--- src/dcad_defines.vh ---
`ifndef DCAD_DEFINES_VH
`define DCAD_DEFINES_VH

// APB register byte offsets
`define DCAD_OFF_CTRL      12'h000
`define DCAD_OFF_OPERAND   12'h004
`define DCAD_OFF_OPHOLD    12'h008
`define DCAD_OFF_STATUS    12'h00C
`define DCAD_OFF_SUM       12'h010
`define DCAD_OFF_PRODUCT   12'h014
`define DCAD_OFF_WDATA     12'h018
`define DCAD_OFF_PTR_SEL   12'h01C
`define DCAD_OFF_PTR_DATA  12'h020
`define DCAD_OFF_PTR_CMD   12'h024
`define DCAD_OFF_CMD       12'h028

// Command codes written to the command register
`define DCAD_CMD_W         4
`define DCAD_CMD_NOP       4'h0
`define DCAD_CMD_LOAD      4'h1
`define DCAD_CMD_ADD       4'h2
`define DCAD_CMD_SUB       4'h3
`define DCAD_CMD_AND       4'h4
`define DCAD_CMD_OR        4'h5
`define DCAD_CMD_XOR       4'h6
`define DCAD_CMD_ADDC      4'h7
`define DCAD_CMD_SHL       4'h8
`define DCAD_CMD_SHR       4'h9
`define DCAD_CMD_ROL       4'hA
`define DCAD_CMD_ROR       4'hB
`define DCAD_CMD_MULT      4'hC
`define DCAD_CMD_ADDP      4'hD
`define DCAD_CMD_STORE     4'hE

// Control register fields
`define DCAD_CTRL_ISH_LSB  0
`define DCAD_CTRL_ISH_MSB  4
`define DCAD_CTRL_OSH_LSB  5
`define DCAD_CTRL_OSH_MSB  7
`define DCAD_CTRL_HIGH     8
`define DCAD_CTRL_SIGNED   9
`define DCAD_CTRL_PSS_LSB  10
`define DCAD_CTRL_PSS_MSB  11
`define DCAD_ISH_MAX       5'h10

// Status word one bit positions
`define DCAD_ST_CARRY      0
`define DCAD_ST_ZERO       1
`define DCAD_ST_NEG        2
`define DCAD_ST_EQ         3
`define DCAD_ST_PSS_LSB    4

// Product shift modes
`define DCAD_PSS_NONE      2'h0
`define DCAD_PSS_L1        2'h1
`define DCAD_PSS_L4        2'h2
`define DCAD_PSS_R6        2'h3

// Pointer commands
`define DCAD_PCMD_INC      3'h0
`define DCAD_PCMD_DEC      3'h1
`define DCAD_PCMD_ADDIDX   3'h2
`define DCAD_PCMD_SUBIDX   3'h3
`define DCAD_PCMD_CMP      3'h4
`define DCAD_PCMD_LOAD     3'h5

`define DCAD_PTR_COUNT     8
`define DCAD_PTR_AW        3

`endif

--- src/dcad_ptr_file.v ---
`timescale 1ns/1ps
`default_nettype none
`include "dcad_defines.vh"

// Eight 16-bit pointers with one write and two registered read ports
module dcad_ptr_file (
    input wire pclk,
    input wire presetn,
    input wire wr_en,
    input wire [2:0] wr_sel,
    input wire [15:0] wr_data,
    input wire [2:0] rd_sel,
    output reg [15:0] rd_data_q,
    output reg [15:0] idx_data_q
);
    wire [16*`DCAD_PTR_COUNT-1:0] flat;
    genvar g;

    // Storage per pointer; one word per scope keeps a single driver each
    generate
        for (g = 0; g < `DCAD_PTR_COUNT; g = g + 1) begin : g_ptr
            reg [15:0] word_q;
            always @(posedge pclk or negedge presetn) begin
                if (!presetn) begin
                    word_q <= 16'h0000;
                end else if (wr_en && wr_sel == g) begin
                    word_q <= wr_data;
                end
            end
            assign flat[g*16 +: 16] = word_q;
        end
    endgenerate

    // Registered reads; pointer zero is always the index port
    always @(posedge pclk or negedge presetn) begin
        if (!presetn) begin
            rd_data_q <= 16'h0000;
            idx_data_q <= 16'h0000;
        end else begin
            rd_data_q <= flat[rd_sel*16 +: 16];
            idx_data_q <= flat[15:0];
        end
    end
endmodule // dcad_ptr_file

`default_nettype wire

--- src/dcad_mult.v ---
`timescale 1ns/1ps
`default_nettype none

// Single-cycle 16x16 multiplier, signed or unsigned operands
module dcad_mult (
    input wire [15:0] op_a,
    input wire [15:0] op_b,
    input wire is_signed,
    output wire [31:0] product
);
    wire [16:0] ext_a;
    wire [16:0] ext_b;
    wire signed [33:0] full;

    assign ext_a = {is_signed & op_a[15], op_a};
    assign ext_b = {is_signed & op_b[15], op_b};
    assign full = $signed(ext_a) * $signed(ext_b);
    assign product = full[31:0];
endmodule // dcad_mult

`default_nettype wire

--- src/dcad_datapath.v ---
// The register addresses and the APB slave port are this design's own decisions.
`timescale 1ns/1ps
`default_nettype none
`include "dcad_defines.vh"

// Notes on behaviour
// - A 32-bit sum register holds results, feeds operations, shifts and rotates.
// - Each 32-bit arithmetic or logic operation completes in one cycle.
// - Unit takes input or product shifter operand with sum; reports status.
// - Carry kept in status, fed to add-with-carry, used in shifts and rotates.
// - Input shifter moves 16-bit operand left 0 to 16 places, no extra cycle.
// - Output shifter shifts sum left 0 to 7, writes high or low half.
// - Multiplier forms 32-bit product from two 16-bit operands in one cycle.
// - Unsigned 16-bit pointer adder computes addresses from and to pointers.
// - Eight 16-bit pointers, numbered 0-7, chosen by a select field.
// - Pointer zero serves as step value and comparison value.
// - Product shifter applies left 0, 1, 4 or right 6, no extra cycle.
// - Two-bit select field in the control register chooses product scaling mode; status word one mirrors it.
// - 32-bit product register captures result; 16-bit register holds an operand.
module dcad_datapath (
    input wire pclk,
    input wire presetn,
    input wire psel,
    input wire penable,
    input wire pwrite,
    input wire [11:0] paddr,
    input wire [31:0] pwdata,
    output reg [31:0] prdata,
    output reg pready,
    output reg pslverr,
    output reg [15:0] write_data_bus,
    output reg write_data_valid,
    output reg [15:0] pointer_address
);
    reg [11:0] ctrl_q;
    reg [15:0] operand_q;
    reg [15:0] operand_holding_register_q;
    reg [31:0] main_sum_register_q;
    reg [31:0] product_holding_register_q;
    reg carry_q;
    reg zero_q;
    reg neg_q;
    reg eq_q;
    reg [2:0] pointer_select_field_q;
    reg ptr_busy_q;
    reg [2:0] ptr_cmd_q;
    reg [15:0] ptr_load_q;
    reg [31:0] sum_d;
    reg carry_d;
    reg [31:0] product_scaled;
    reg [31:0] rdata_d;
    reg [15:0] ptr_new;
    reg ptr_wr;
    reg [32:0] wide;

    wire wr_acc;
    wire cmd_wr;
    wire [3:0] cmd;
    wire [4:0] in_shift;
    wire [2:0] out_shift;
    wire [1:0] product_shift_select;
    wire [31:0] input_shifter;
    wire [31:0] out_shifted;
    wire [31:0] product;
    wire [15:0] ptr_cur;
    wire [15:0] pointer_zero_index;
    wire [15:0] status_word_one;

    // APB access phase; the slave answers with zero wait states
    assign wr_acc = psel && penable && pwrite;
    assign cmd_wr = wr_acc && paddr == `DCAD_OFF_CMD;
    assign cmd = pwdata[`DCAD_CMD_W-1:0];

    // Control fields
    assign in_shift = ctrl_q[`DCAD_CTRL_ISH_MSB:`DCAD_CTRL_ISH_LSB];
    assign out_shift = ctrl_q[`DCAD_CTRL_OSH_MSB:`DCAD_CTRL_OSH_LSB];
    assign product_shift_select = ctrl_q[`DCAD_CTRL_PSS_MSB:`DCAD_CTRL_PSS_LSB];

    assign input_shifter = {16'h0000, operand_q} << ((in_shift > `DCAD_ISH_MAX) ? `DCAD_ISH_MAX : in_shift);

    // Output scaling of the sum register
    assign out_shifted = main_sum_register_q << out_shift;

    // Status word one view, with carry and mode bits
    assign status_word_one = {10'h000, product_shift_select, eq_q, neg_q, zero_q, carry_q};

    // Multiplier, one cycle, sign per control bit
    dcad_mult u_mult (
        .op_a(operand_holding_register_q),
        .op_b(operand_q),
        .is_signed(ctrl_q[`DCAD_CTRL_SIGNED]),
        .product(product)
    );

    // Product shifter; right shift keeps the sign
    always @* begin
        case (product_shift_select)
            `DCAD_PSS_NONE: product_scaled = product_holding_register_q;
            `DCAD_PSS_L1: product_scaled = {product_holding_register_q[30:0], 1'b0};
            `DCAD_PSS_L4: product_scaled = {product_holding_register_q[27:0], 4'h0};
            `DCAD_PSS_R6: product_scaled = {{6{product_holding_register_q[31]}}, product_holding_register_q[31:6]};
            default: product_scaled = product_holding_register_q;
        endcase
    end

    always @* begin
        sum_d = main_sum_register_q;
        carry_d = carry_q;
        wide = 33'h000000000;
        case (cmd)
            `DCAD_CMD_LOAD: sum_d = input_shifter;
            // Operand from input shifter with sum
            `DCAD_CMD_ADD: begin
                wide = {1'b0, main_sum_register_q} + {1'b0, input_shifter};
                sum_d = wide[31:0];
                carry_d = wide[32];
            end
            `DCAD_CMD_SUB: begin
                wide = {1'b0, main_sum_register_q} - {1'b0, input_shifter};
                sum_d = wide[31:0];
                carry_d = ~wide[32];
            end
            `DCAD_CMD_AND: sum_d = main_sum_register_q & input_shifter;
            `DCAD_CMD_OR: sum_d = main_sum_register_q | input_shifter;
            `DCAD_CMD_XOR: sum_d = main_sum_register_q ^ input_shifter;
            // Carry fed back for extended precision
            `DCAD_CMD_ADDC: begin
                wide = {1'b0, main_sum_register_q} + {1'b0, input_shifter} + {32'h00000000, carry_q};
                sum_d = wide[31:0];
                carry_d = wide[32];
            end
            `DCAD_CMD_SHL: begin
                sum_d = {main_sum_register_q[30:0], 1'b0};
                carry_d = main_sum_register_q[31];
            end
            `DCAD_CMD_SHR: begin
                sum_d = {1'b0, main_sum_register_q[31:1]};
                carry_d = main_sum_register_q[0];
            end
            `DCAD_CMD_ROL: begin
                sum_d = {main_sum_register_q[30:0], carry_q};
                carry_d = main_sum_register_q[31];
            end
            `DCAD_CMD_ROR: begin
                sum_d = {carry_q, main_sum_register_q[31:1]};
                carry_d = main_sum_register_q[0];
            end
            // Operand from product shifter with sum
            `DCAD_CMD_ADDP: begin
                wide = {1'b0, main_sum_register_q} + {1'b0, product_scaled};
                sum_d = wide[31:0];
                carry_d = wide[32];
            end
            default: sum_d = main_sum_register_q;
        endcase
    end

    // Sum register, carry and status flags
    always @(posedge pclk or negedge presetn) begin
        if (!presetn) begin
            main_sum_register_q <= 32'h00000000;
            carry_q <= 1'b0;
            zero_q <= 1'b1;
            neg_q <= 1'b0;
        end else if (cmd_wr) begin
            main_sum_register_q <= sum_d;
            carry_q <= carry_d;
            zero_q <= (sum_d == 32'h00000000);
            neg_q <= sum_d[31];
        end else if (wr_acc && paddr == `DCAD_OFF_STATUS) begin
            carry_q <= pwdata[`DCAD_ST_CARRY];
        end
    end

    always @(posedge pclk or negedge presetn) begin
        if (!presetn) begin
            product_holding_register_q <= 32'h00000000;
            operand_holding_register_q <= 16'h0000;
        end else begin
            if (cmd_wr && cmd == `DCAD_CMD_MULT) begin
                product_holding_register_q <= product;
            end
            if (wr_acc && paddr == `DCAD_OFF_OPHOLD) begin
                operand_holding_register_q <= pwdata[15:0];
            end
        end
    end

    // Software control and operand registers
    always @(posedge pclk or negedge presetn) begin
        if (!presetn) begin
            ctrl_q <= 12'h000;
            operand_q <= 16'h0000;
            pointer_select_field_q <= 3'h0;
        end else if (wr_acc) begin
            if (paddr == `DCAD_OFF_CTRL) begin
                ctrl_q <= pwdata[11:0];
            end
            if (paddr == `DCAD_OFF_OPERAND) begin
                operand_q <= pwdata[15:0];
            end
            if (paddr == `DCAD_OFF_PTR_SEL) begin
                pointer_select_field_q <= pwdata[2:0];
            end
        end
    end

    // Store drives the chosen half on the write bus
    always @(posedge pclk or negedge presetn) begin
        if (!presetn) begin
            write_data_bus <= 16'h0000;
            write_data_valid <= 1'b0;
        end else begin
            write_data_valid <= cmd_wr && cmd == `DCAD_CMD_STORE;
            if (cmd_wr && cmd == `DCAD_CMD_STORE) begin
                write_data_bus <= ctrl_q[`DCAD_CTRL_HIGH] ? out_shifted[31:16] : out_shifted[15:0];
            end
        end
    end

    // Pointer command is taken on the write and run one cycle later,
    // once the registered read ports show the selected pointer.
    always @(posedge pclk or negedge presetn) begin
        if (!presetn) begin
            ptr_busy_q <= 1'b0;
            ptr_cmd_q <= 3'h0;
            ptr_load_q <= 16'h0000;
        end else begin
            ptr_busy_q <= wr_acc && paddr == `DCAD_OFF_PTR_CMD;
            if (wr_acc && paddr == `DCAD_OFF_PTR_CMD) begin
                ptr_cmd_q <= pwdata[2:0];
                ptr_load_q <= pwdata[31:16];
            end
        end
    end

    always @* begin
        ptr_new = ptr_cur;
        ptr_wr = ptr_busy_q;
        case (ptr_cmd_q)
            `DCAD_PCMD_INC: ptr_new = ptr_cur + 16'h0001;
            `DCAD_PCMD_DEC: ptr_new = ptr_cur - 16'h0001;
            `DCAD_PCMD_ADDIDX: ptr_new = ptr_cur + pointer_zero_index;
            `DCAD_PCMD_SUBIDX: ptr_new = ptr_cur - pointer_zero_index;
            `DCAD_PCMD_LOAD: ptr_new = ptr_load_q;
            default: ptr_wr = 1'b0;
        endcase
    end

    dcad_ptr_file u_ptrs (
        .pclk(pclk),
        .presetn(presetn),
        .wr_en(ptr_wr),
        .wr_sel(pointer_select_field_q),
        .wr_data(ptr_new),
        .rd_sel(pointer_select_field_q),
        .rd_data_q(ptr_cur),
        .idx_data_q(pointer_zero_index)
    );

    // Compare against pointer zero; address out
    always @(posedge pclk or negedge presetn) begin
        if (!presetn) begin
            eq_q <= 1'b0;
            pointer_address <= 16'h0000;
        end else begin
            if (ptr_busy_q && ptr_cmd_q == `DCAD_PCMD_CMP) begin
                eq_q <= (ptr_cur == pointer_zero_index);
            end
            pointer_address <= ptr_cur;
        end
    end

    // Read mux; unmapped addresses read zero with an error
    always @* begin
        case (paddr)
            `DCAD_OFF_CTRL: rdata_d = {20'h00000, ctrl_q};
            `DCAD_OFF_OPERAND: rdata_d = {16'h0000, operand_q};
            `DCAD_OFF_OPHOLD: rdata_d = {16'h0000, operand_holding_register_q};
            `DCAD_OFF_STATUS: rdata_d = {16'h0000, status_word_one};
            `DCAD_OFF_SUM: rdata_d = main_sum_register_q;
            `DCAD_OFF_PRODUCT: rdata_d = product_holding_register_q;
            `DCAD_OFF_WDATA: rdata_d = {16'h0000, write_data_bus};
            `DCAD_OFF_PTR_SEL: rdata_d = {29'h00000000, pointer_select_field_q};
            `DCAD_OFF_PTR_DATA: rdata_d = {16'h0000, ptr_cur};
            `DCAD_OFF_PTR_CMD: rdata_d = 32'h00000000;
            `DCAD_OFF_CMD: rdata_d = 32'h00000000;
            default: rdata_d = 32'h00000000;
        endcase
    end

    // Registered APB answer: ready rises in the access cycle after setup
    always @(posedge pclk or negedge presetn) begin
        if (!presetn) begin
            prdata <= 32'h00000000;
            pready <= 1'b0;
            pslverr <= 1'b0;
        end else begin
            pready <= psel && !penable;
            prdata <= (psel && !penable && !pwrite) ? rdata_d : prdata;
            pslverr <= psel && !penable && (paddr > `DCAD_OFF_CMD || paddr[1:0] != 2'h0);
        end
    end
endmodule // dcad_datapath

`default_nettype wire

--- config.mk ---
export PLATFORM = sky130hd
export DESIGN_NAME = dcad_datapath
export DESIGN_NICKNAME = d
export VERILOG_FILES = /design/src/dcad_ptr_file.v /design/src/dcad_mult.v /design/src/dcad_datapath.v
export VERILOG_INCLUDE_DIRS = /design/src
export SDC_FILE = /design/constraint.sdc
export NUM_CORES = 2
export LEC_CHECK = 0
export BUFFER_PORTS_ARGS = -buffer_cell sky130_fd_sc_hd__buf_4
export CAP_MARGIN = 0
export CELL_PAD_IN_SITES_DETAIL_PLACEMENT = 1
export CELL_PAD_IN_SITES_GLOBAL_PLACEMENT = 2
export CORE_MARGIN = 2
export CORE_UTILIZATION = 40
export DETAILED_ROUTE_END_ITERATION = 12
export PLACE_DENSITY = 0.9
export SETUP_SLACK_MARGIN = 0.1
export SLEW_MARGIN = 20
export SYNTH_ARGS = -nofsm -noshare
export SYNTH_HDL_FRONTEND = slang
export SYNTH_SLANG_ARGS = --single-unit
--- constraint.sdc ---
create_clock -name pclk -period 11 [get_ports pclk]
set_input_delay 1.1 -clock pclk [delete_from_list [all_inputs] [get_ports pclk]]
set_output_delay 1.1 -clock pclk [all_outputs]
set_load 0.02 [all_outputs]
Yosys cells after proc, flatten, opt, wreduce, memory -nomap -nowiden
Index checks and enable logic that the tools add are counted.

Flip-flop bits (word level): 362. Latch bits: 0. RAM bits: 0. Bits in read-only memories: 0. Bits of input ports: 49. Output and inout bits: 67. Memories: 0.

Add/subtract/negate cells: 8. Multipliers: 1. Divide/modulo/power cells: 0. Order comparisons: 2. Equality and inequality tests: 41. Shift-type cells: 3. Mux-type cells: 10. Bitwise logic cells: 6. Reductions and logical operators: 37.

Operators with widths (number): 32-bit case mux with 12 select lines (1); 32-bit case mux with 9 select lines (1); 32-bit case mux with 4 select lines (1); 128-bit by 8-bit indexed part select with 16-bit output (1); 16-bit case mux with 5 select lines (1); 32-bit by 32-bit adder with 33-bit output (2); 12-bit by 5-bit equality test with 1-bit output, second input constant (4); 12-bit by 6-bit equality test with 1-bit output, second input constant (3); 33-bit by 1-bit adder with 33-bit output (1); 32-bit by 32-bit subtractor with 33-bit output (1); 32-bit AND (1); 32-bit zero test (1); 17-bit by 17-bit multiplier with 32-bit output (1); 32-bit bitwise OR (1); 16-bit by 5-bit << shifter with 32-bit output (1); 32-bit by 3-bit << shifter with 32-bit output (1); 32-bit bitwise XOR (1); 4-bit equality test, second input constant (7); 12-bit by 4-bit equality test with 1-bit output, second input constant (2); 1-bit logical AND (20); 3-bit equality test, second input constant (6); 16-bit by 1-bit adder with 16-bit output, second input constant (1); 16-bit adder (1); 16-bit equality test (1); 28 further kinds (47).

Longest topological paths before layout
Depth in word-level cells: 7. Gate-level depth with buffers: 30. Depth with buffers taken out: 27.

Hierarchy
Synthesis repeated with hierarchy kept, for this count alone.

Cells, all modules: 4440. Area, all modules: 40578.9 um^2.

By module, submodules not included: dcad_datapath (times used 1, cells an instance 2864, area each 23090.9 um^2, sequential area each 5031.1 um^2); dcad_mult (times used 1, cells an instance 1208, area each 10757.8 um^2, sequential area each 0.0 um^2); dcad_ptr_file (times used 1, cells an instance 368, area each 6730.2 um^2, sequential area each 4003.8 um^2).

Least setup slack after synthesis
OpenSTA, ideal clock, no wires.

Path kind: register -> register. Start point: reg operand_q[6]. End point: reg product_holding_register_q[30]. Library setup time: 0.129 ns. Arrival time: 6.834 ns. Data required time: 10.871 ns. Slack: 4.037 ns. Stages on the path, launching flop included: 31. Path buffers: 3. Clock period less this slack: 6.963 ns. Path through: dfrtp_1 > clkbuf_1 > clkbuf_1 > clkbuf_1 > nand2_1 > fa_1 > inv_1 > fa_1 > inv_1 > fa_1 > inv_1 > fa_1 > inv_1 > fa_1 > fa_1 > inv_1 > ha_1 > a21oi_1 > nor2b_1 > o21ai_0 > nand2b_1 > a21o_1 > a21o_1 > a21o_1 > a21oi_1 > o21ai_0 > a2111oi_0 > o21ai_0 > a31oi_1 > xor2_1 > o21ai_0.

Longest elaborated chain between the ends: 1.

RTL lines: start: declaration (line dcad_datapath.v:36) `reg [15:0] operand_q;`; start signal: assignment (line dcad_datapath.v:200) `operand_q <= pwdata[15:0];`; 17-bit by 17-bit multiplier with 32-bit output (line dcad_mult.v:17) `assign full = $signed(ext_a) * $signed(ext_b);`; end signal: assignment (line dcad_datapath.v:181) `product_holding_register_q <= product;`; end: declaration (line dcad_datapath.v:39) `reg [31:0] product_holding_register_q;`.

Every way passes these cells. A chain may end at the register's enable or synchronous reset.

Final worst setup path
Start point: reg operand_q[15]. End point: reg product_holding_register_q[30].

Longest elaborated chain between the ends: 2.

RTL lines: 1-bit AND (line dcad_mult.v:16) `assign ext_b = {is_signed & op_b[15], op_b};`; 17-bit by 17-bit multiplier with 32-bit output (*) (line dcad_mult.v:17).

Every way passes the cells marked *; elsewhere a longest branch is shown, timed or not.

==> flow_metrics.env <==
export IMPL_die_area_um2=102000
export IMPL_yosysUniqueCellTypes=100
export IMPL_dp_cells=5690
export IMPL_worstHoldStart="u_ptrs.g_ptr[0].word_q[9]$_DFFE_PN0P_"
export IMPL_synthSimpleGateAreaFrac=0.161
export IMPL_setup_viol=0
export IMPL_p_leak_nw=18.7
export IMPL_ys_warn_count=0
export IMPL_coreArea_um2=98600
export IMPL_min_to="u_ptrs.idx_data_q[9]$_DFF_PN0_"
export IMPL_die_w_um=320
export IMPL_endpoint_kind="flop"
export IMPL_post_synth_mux_area_share=0.104
export IMPL_slew_headroom=0.210
export IMPL_cts_root_buffer="clkbuf_16"
export IMPL_fin_area_um2=43200
export IMPL_crit_path_start="operand_q[15]$_DFFE_PN0P_"
export IMPL_ant_nets=0
export IMPL_rsz0062_at_grt="no"
export IMPL_area_delta_synth_final_pct=8.26
export IMPL_netlist_instances=4517
export IMPL_finalMaxSlewViolations=0
export IMPL_cap_violations=0
export IMPL_slowest_stage="a2111oi_0"
export IMPL_cts_tree="done"
export IMPL_dpl_cell_area_um2=41700
export IMPL_grt_first_pass_wirelength_um=245000
export IMPL_start_util=0.405
export IMPL_rows=115
export IMPL_worst_slew_pin_slew_ns=1.17
export IMPL_start_kind="flop"
export IMPL_crit_required_ns=11.47
export IMPL_grt_max_degree=91
export IMPL_max_freq_mhz=127
export IMPL_synthFlopType="dfrtp_1"
export IMPL_r2r_start="operand_q[15]$_DFFE_PN0P_"
export IMPL_syn_area_um2=39900
export IMPL_drcViolationCount=0
export IMPL_layout_min_cycle_time_ns=7.86
export IMPL_synth_compound_area_frac=0.180
export IMPL_final_util=0.438
export IMPL_synth_seq_cells=361
export IMPL_slowest_delay_ns=0.66
export IMPL_nFillCells=11400
export IMPL_p_total_w=0.00299
export IMPL_cts_max_level=2
export IMPL_clk_pin_slew_ns=0.06
export IMPL_clock_sinks=361
export IMPL_grt_use_total=0.314
export IMPL_ios=116
export IMPL_rr_endpoint="product_holding_register_q[30]$_DFFE_PN0P_"
export IMPL_syn_num_nets=5111
export IMPL_ir_drop_mv=0.104
export IMPL_status="complete, no violations"
export IMPL_grt_pass1_vias=38300
export IMPL_worst_setup_path_type="reg2reg"
export IMPL_ys_seq_area_frac=0.227
export IMPL_dr_total_vias=36200
export IMPL_wl_per_cell_um=27.8
export IMPL_power_density_nw_per_um2=69.3
export IMPL_grt_antenna_before_repair=7
export IMPL_routabilityCongestion=0.985
export IMPL_hold_viol=0
export IMPL_worstPathArrival_ns=8.33
export IMPL_die_height_um=320
export IMPL_hold_depth=0
export IMPL_netlist_top_cells_area="dfrtp_1 23%, fa_1 14%, ha_1 8.1%"
export IMPL_synth_top_family_by_area="adder cells"
export IMPL_cts_resized=0
export IMPL_hpwl_um=120000
export IMPL_cp_depth=26
export IMPL_synthAdderAreaFrac=0.225
export IMPL_min_path_type="reg2reg"
export IMPL_cpMostUsedCell="fa_1"
export IMPL_routed_wl_um=161000
export IMPL_ff2ff_path_depth=26
export IMPL_gr_total_overflow=0
export IMPL_regToRegSetupSlack_ns=3.14
export IMPL_synth_enable_flop_cells=0
export IMPL_syn_area_per_cell_um2=8.83
export IMPL_finalSetupTns_ns=0
export IMPL_ys_async_sr_fraction=1.00
export IMPL_port_buffers=115
export IMPL_critical_path_top_delay_family="adder cells"
export IMPL_insertion_delay_ns=0.62
export IMPL_cts_setup_buffers=0
export IMPL_synth_top_area_share=0.226
export IMPL_drive_above_1_share=0.123
export IMPL_holdBufCountCts=0
export IMPL_final_cells=5769
export IMPL_post_route_period_util=0.715
export IMPL_routed_via_density=6.27
export IMPL_worst_path_max_fanout=26
export IMPL_clock_path_buffers=3
export IMPL_skew_ns=0.0532
export IMPL_numCtsBuffers=42
export IMPL_crit_buf_inv=4
export IMPL_yosys_area_share_xor_xnor=0.0318
export IMPL_firstDrtPassIters=7
export IMPL_yosysTopAreaCell="dfrtp_1"
export IMPL_drt_iter0_markers=3789
export IMPL_nets=5041
## synth_stat cells, types with 66 or more instances
cell	n
a21o_1	66
and2_1	126
mux2i_1	85
inv_1	420
nand2_1	596
a21oi_1	219
o21ai_0	322
ha_1	258
xnor2_1	94
fa_1	287
nor2_1	244
nor3_1	70
dfrtp_1	360
nand3_1	73
mux4_2	93
clkbuf_1	251
mux2_2	107
## worst reg2reg max path: stages, from the launching register on
cell and delay [ns]:
dfrtp_1 0.33, buf_4 0.41, nand2_1 0.51, or2_2 0.45, fa_1 0.47, fa_1 0.50, inv_1 0.05, fa_1 0.50
inv_1 0.06, fa_1 0.49, fa_1 0.52, inv_1 0.06, fa_1 0.43, ha_1 0.37, nor2b_1 0.16, o21ai_0 0.15
nand2b_1 0.10, a21o_1 0.19, a21o_1 0.17, a21o_1 0.16, a21oi_1 0.12, o21ai_0 0.22, a2111oi_0 0.66, o21ai_0 0.21
a31oi_1 0.23, xor2_1 0.15, o21ai_0 0.08
## cell type report
class / count / area (um2) / area share
clock buffer: 58 / 1210 / 0.0281
clock inverter: 18 / 185 / 0.00429
multi-input combinational: 3432 / 28100 / 0.651
sequential: 361 / 9040 / 0.210
timing repair buffer: 189 / 1430 / 0.0332
tap: 1287 / 1610 / 0.0373
inverter: 421 / 1580 / 0.0366
antenna: 3 / 7.51 / 0.000174
## metrics by stage
stage	hold slack [ns]	setup WS (ns)
after detailed placement	0.392	3.18
after global placement	0.389	3.32
after global routing	0.426	2.85
final	0.406	3.14
after CTS	0.405	3.16
after floorplan	0.364	4.04
## flip-flops by register name (all words and copies together) (netlist names), 12 cells and up
name / cells
u_ptrs.g_ptr.word_q: 128
main_sum_register_q: 32
prdata: 32
product_holding_register_q: 32
operand_holding_register_q: 16
operand_q: 16
pointer_address: 16
ptr_load_q: 16
u_ptrs.idx_data_q: 16
u_ptrs.rd_data_q: 16
write_data_bus: 16
ctrl_q: 12
## layer usage
| metal | vias up | part of all wire | global-route usage | routed length, um |
|---|---|---|---|---|
| li1 | 15600 | - | - | - |
| met1 | 18600 | 0.41 | 0.410 | 65100 |
| met2 | 1616 | 0.45 | 0.499 | 72800 |
| met3 | 431 | 0.083 | 0.0565 | 13300 |
| met4 | 4 | 0.058 | 0.159 | 9280 |
| met5 | - | 0.00017 | 0 | 28 |
## where the power goes
group          switching, W  internal (W)
Clock              0.000649      0.000806
Sequential       0.00000210       0.00133
Combinational      0.000148     0.0000562
Total              0.000799       0.00219
## layout by cell type (no fill, tap or decap), types with 24 or more instances in the layout
| master | synthesis | routed |
|---|---|---|
| inv_1 | 420 | 420 |
| mux2i_1 | 85 | 85 |
| nor2b_1 | 47 | 47 |
| a21o_1 | 66 | 66 |
| o22ai_1 | 29 | 29 |
| and2_1 | 126 | 126 |
| a221oi_1 | 38 | 38 |
| a31oi_1 | 28 | 28 |
| a22oi_1 | 37 | 37 |
| and3_1 | 26 | 26 |
| xnor2_1 | 94 | 94 |
| o221ai_1 | 26 | 26 |
| nand2b_1 | 35 | 35 |
| buf_4 | 1 | 187 |
| o21ai_0 | 322 | 322 |
| or2_2 | 31 | 31 |
| nand3_1 | 73 | 73 |
| a222oi_1 | 27 | 27 |
| mux2_2 | 107 | 107 |
| ha_1 | 258 | 258 |
| dfrtp_1 | 360 | 353 |
| nor3_1 | 70 | 62 |
| nand2_1 | 596 | 593 |
| clkbuf_16 | 0 | 42 |
| mux4_2 | 93 | 93 |
| o211ai_1 | 24 | 24 |
| o31ai_1 | 33 | 33 |
| a21oi_1 | 219 | 219 |
| nor2_1 | 244 | 242 |
| fa_1 | 287 | 287 |
| a211oi_1 | 40 | 38 |
| xor2_1 | 47 | 47 |
## logic make-up (layout without fill, tap and decap cells)
family          count (synthesis)  count (layout)
flops                         361             361
compound gates               1095            1095
other cells                     0               3
fa+ha+maj                     545             545
xor+xnor                      143             143
mux                           285             285
simple gates                 1364            1364
buf+inv                       724             686
## worst max-delay path by stage
| stage | slack (ns) | end |
|---|---|---|
| 2_1_floorplan | 4.04 | product_holding_register_q[30]$_DFFE_PN0P_ |
| 3_3_place_gp | 3.32 | product_holding_register_q[30]$_DFFE_PN0P_ |
| 3_5_place_dp | 3.18 | product_holding_register_q[30]$_DFFE_PN0P_ |
| 4_1_cts | 3.16 | product_holding_register_q[30]$_DFFE_PN0P_ |
| 5_1_grt | 2.85 | product_holding_register_q[30]$_DFFE_PN0P_ |
| 6_report | 3.14 | product_holding_register_q[30]$_DFFE_PN0P_ |
Note: power is estimated with default switching activity, not from simulation.
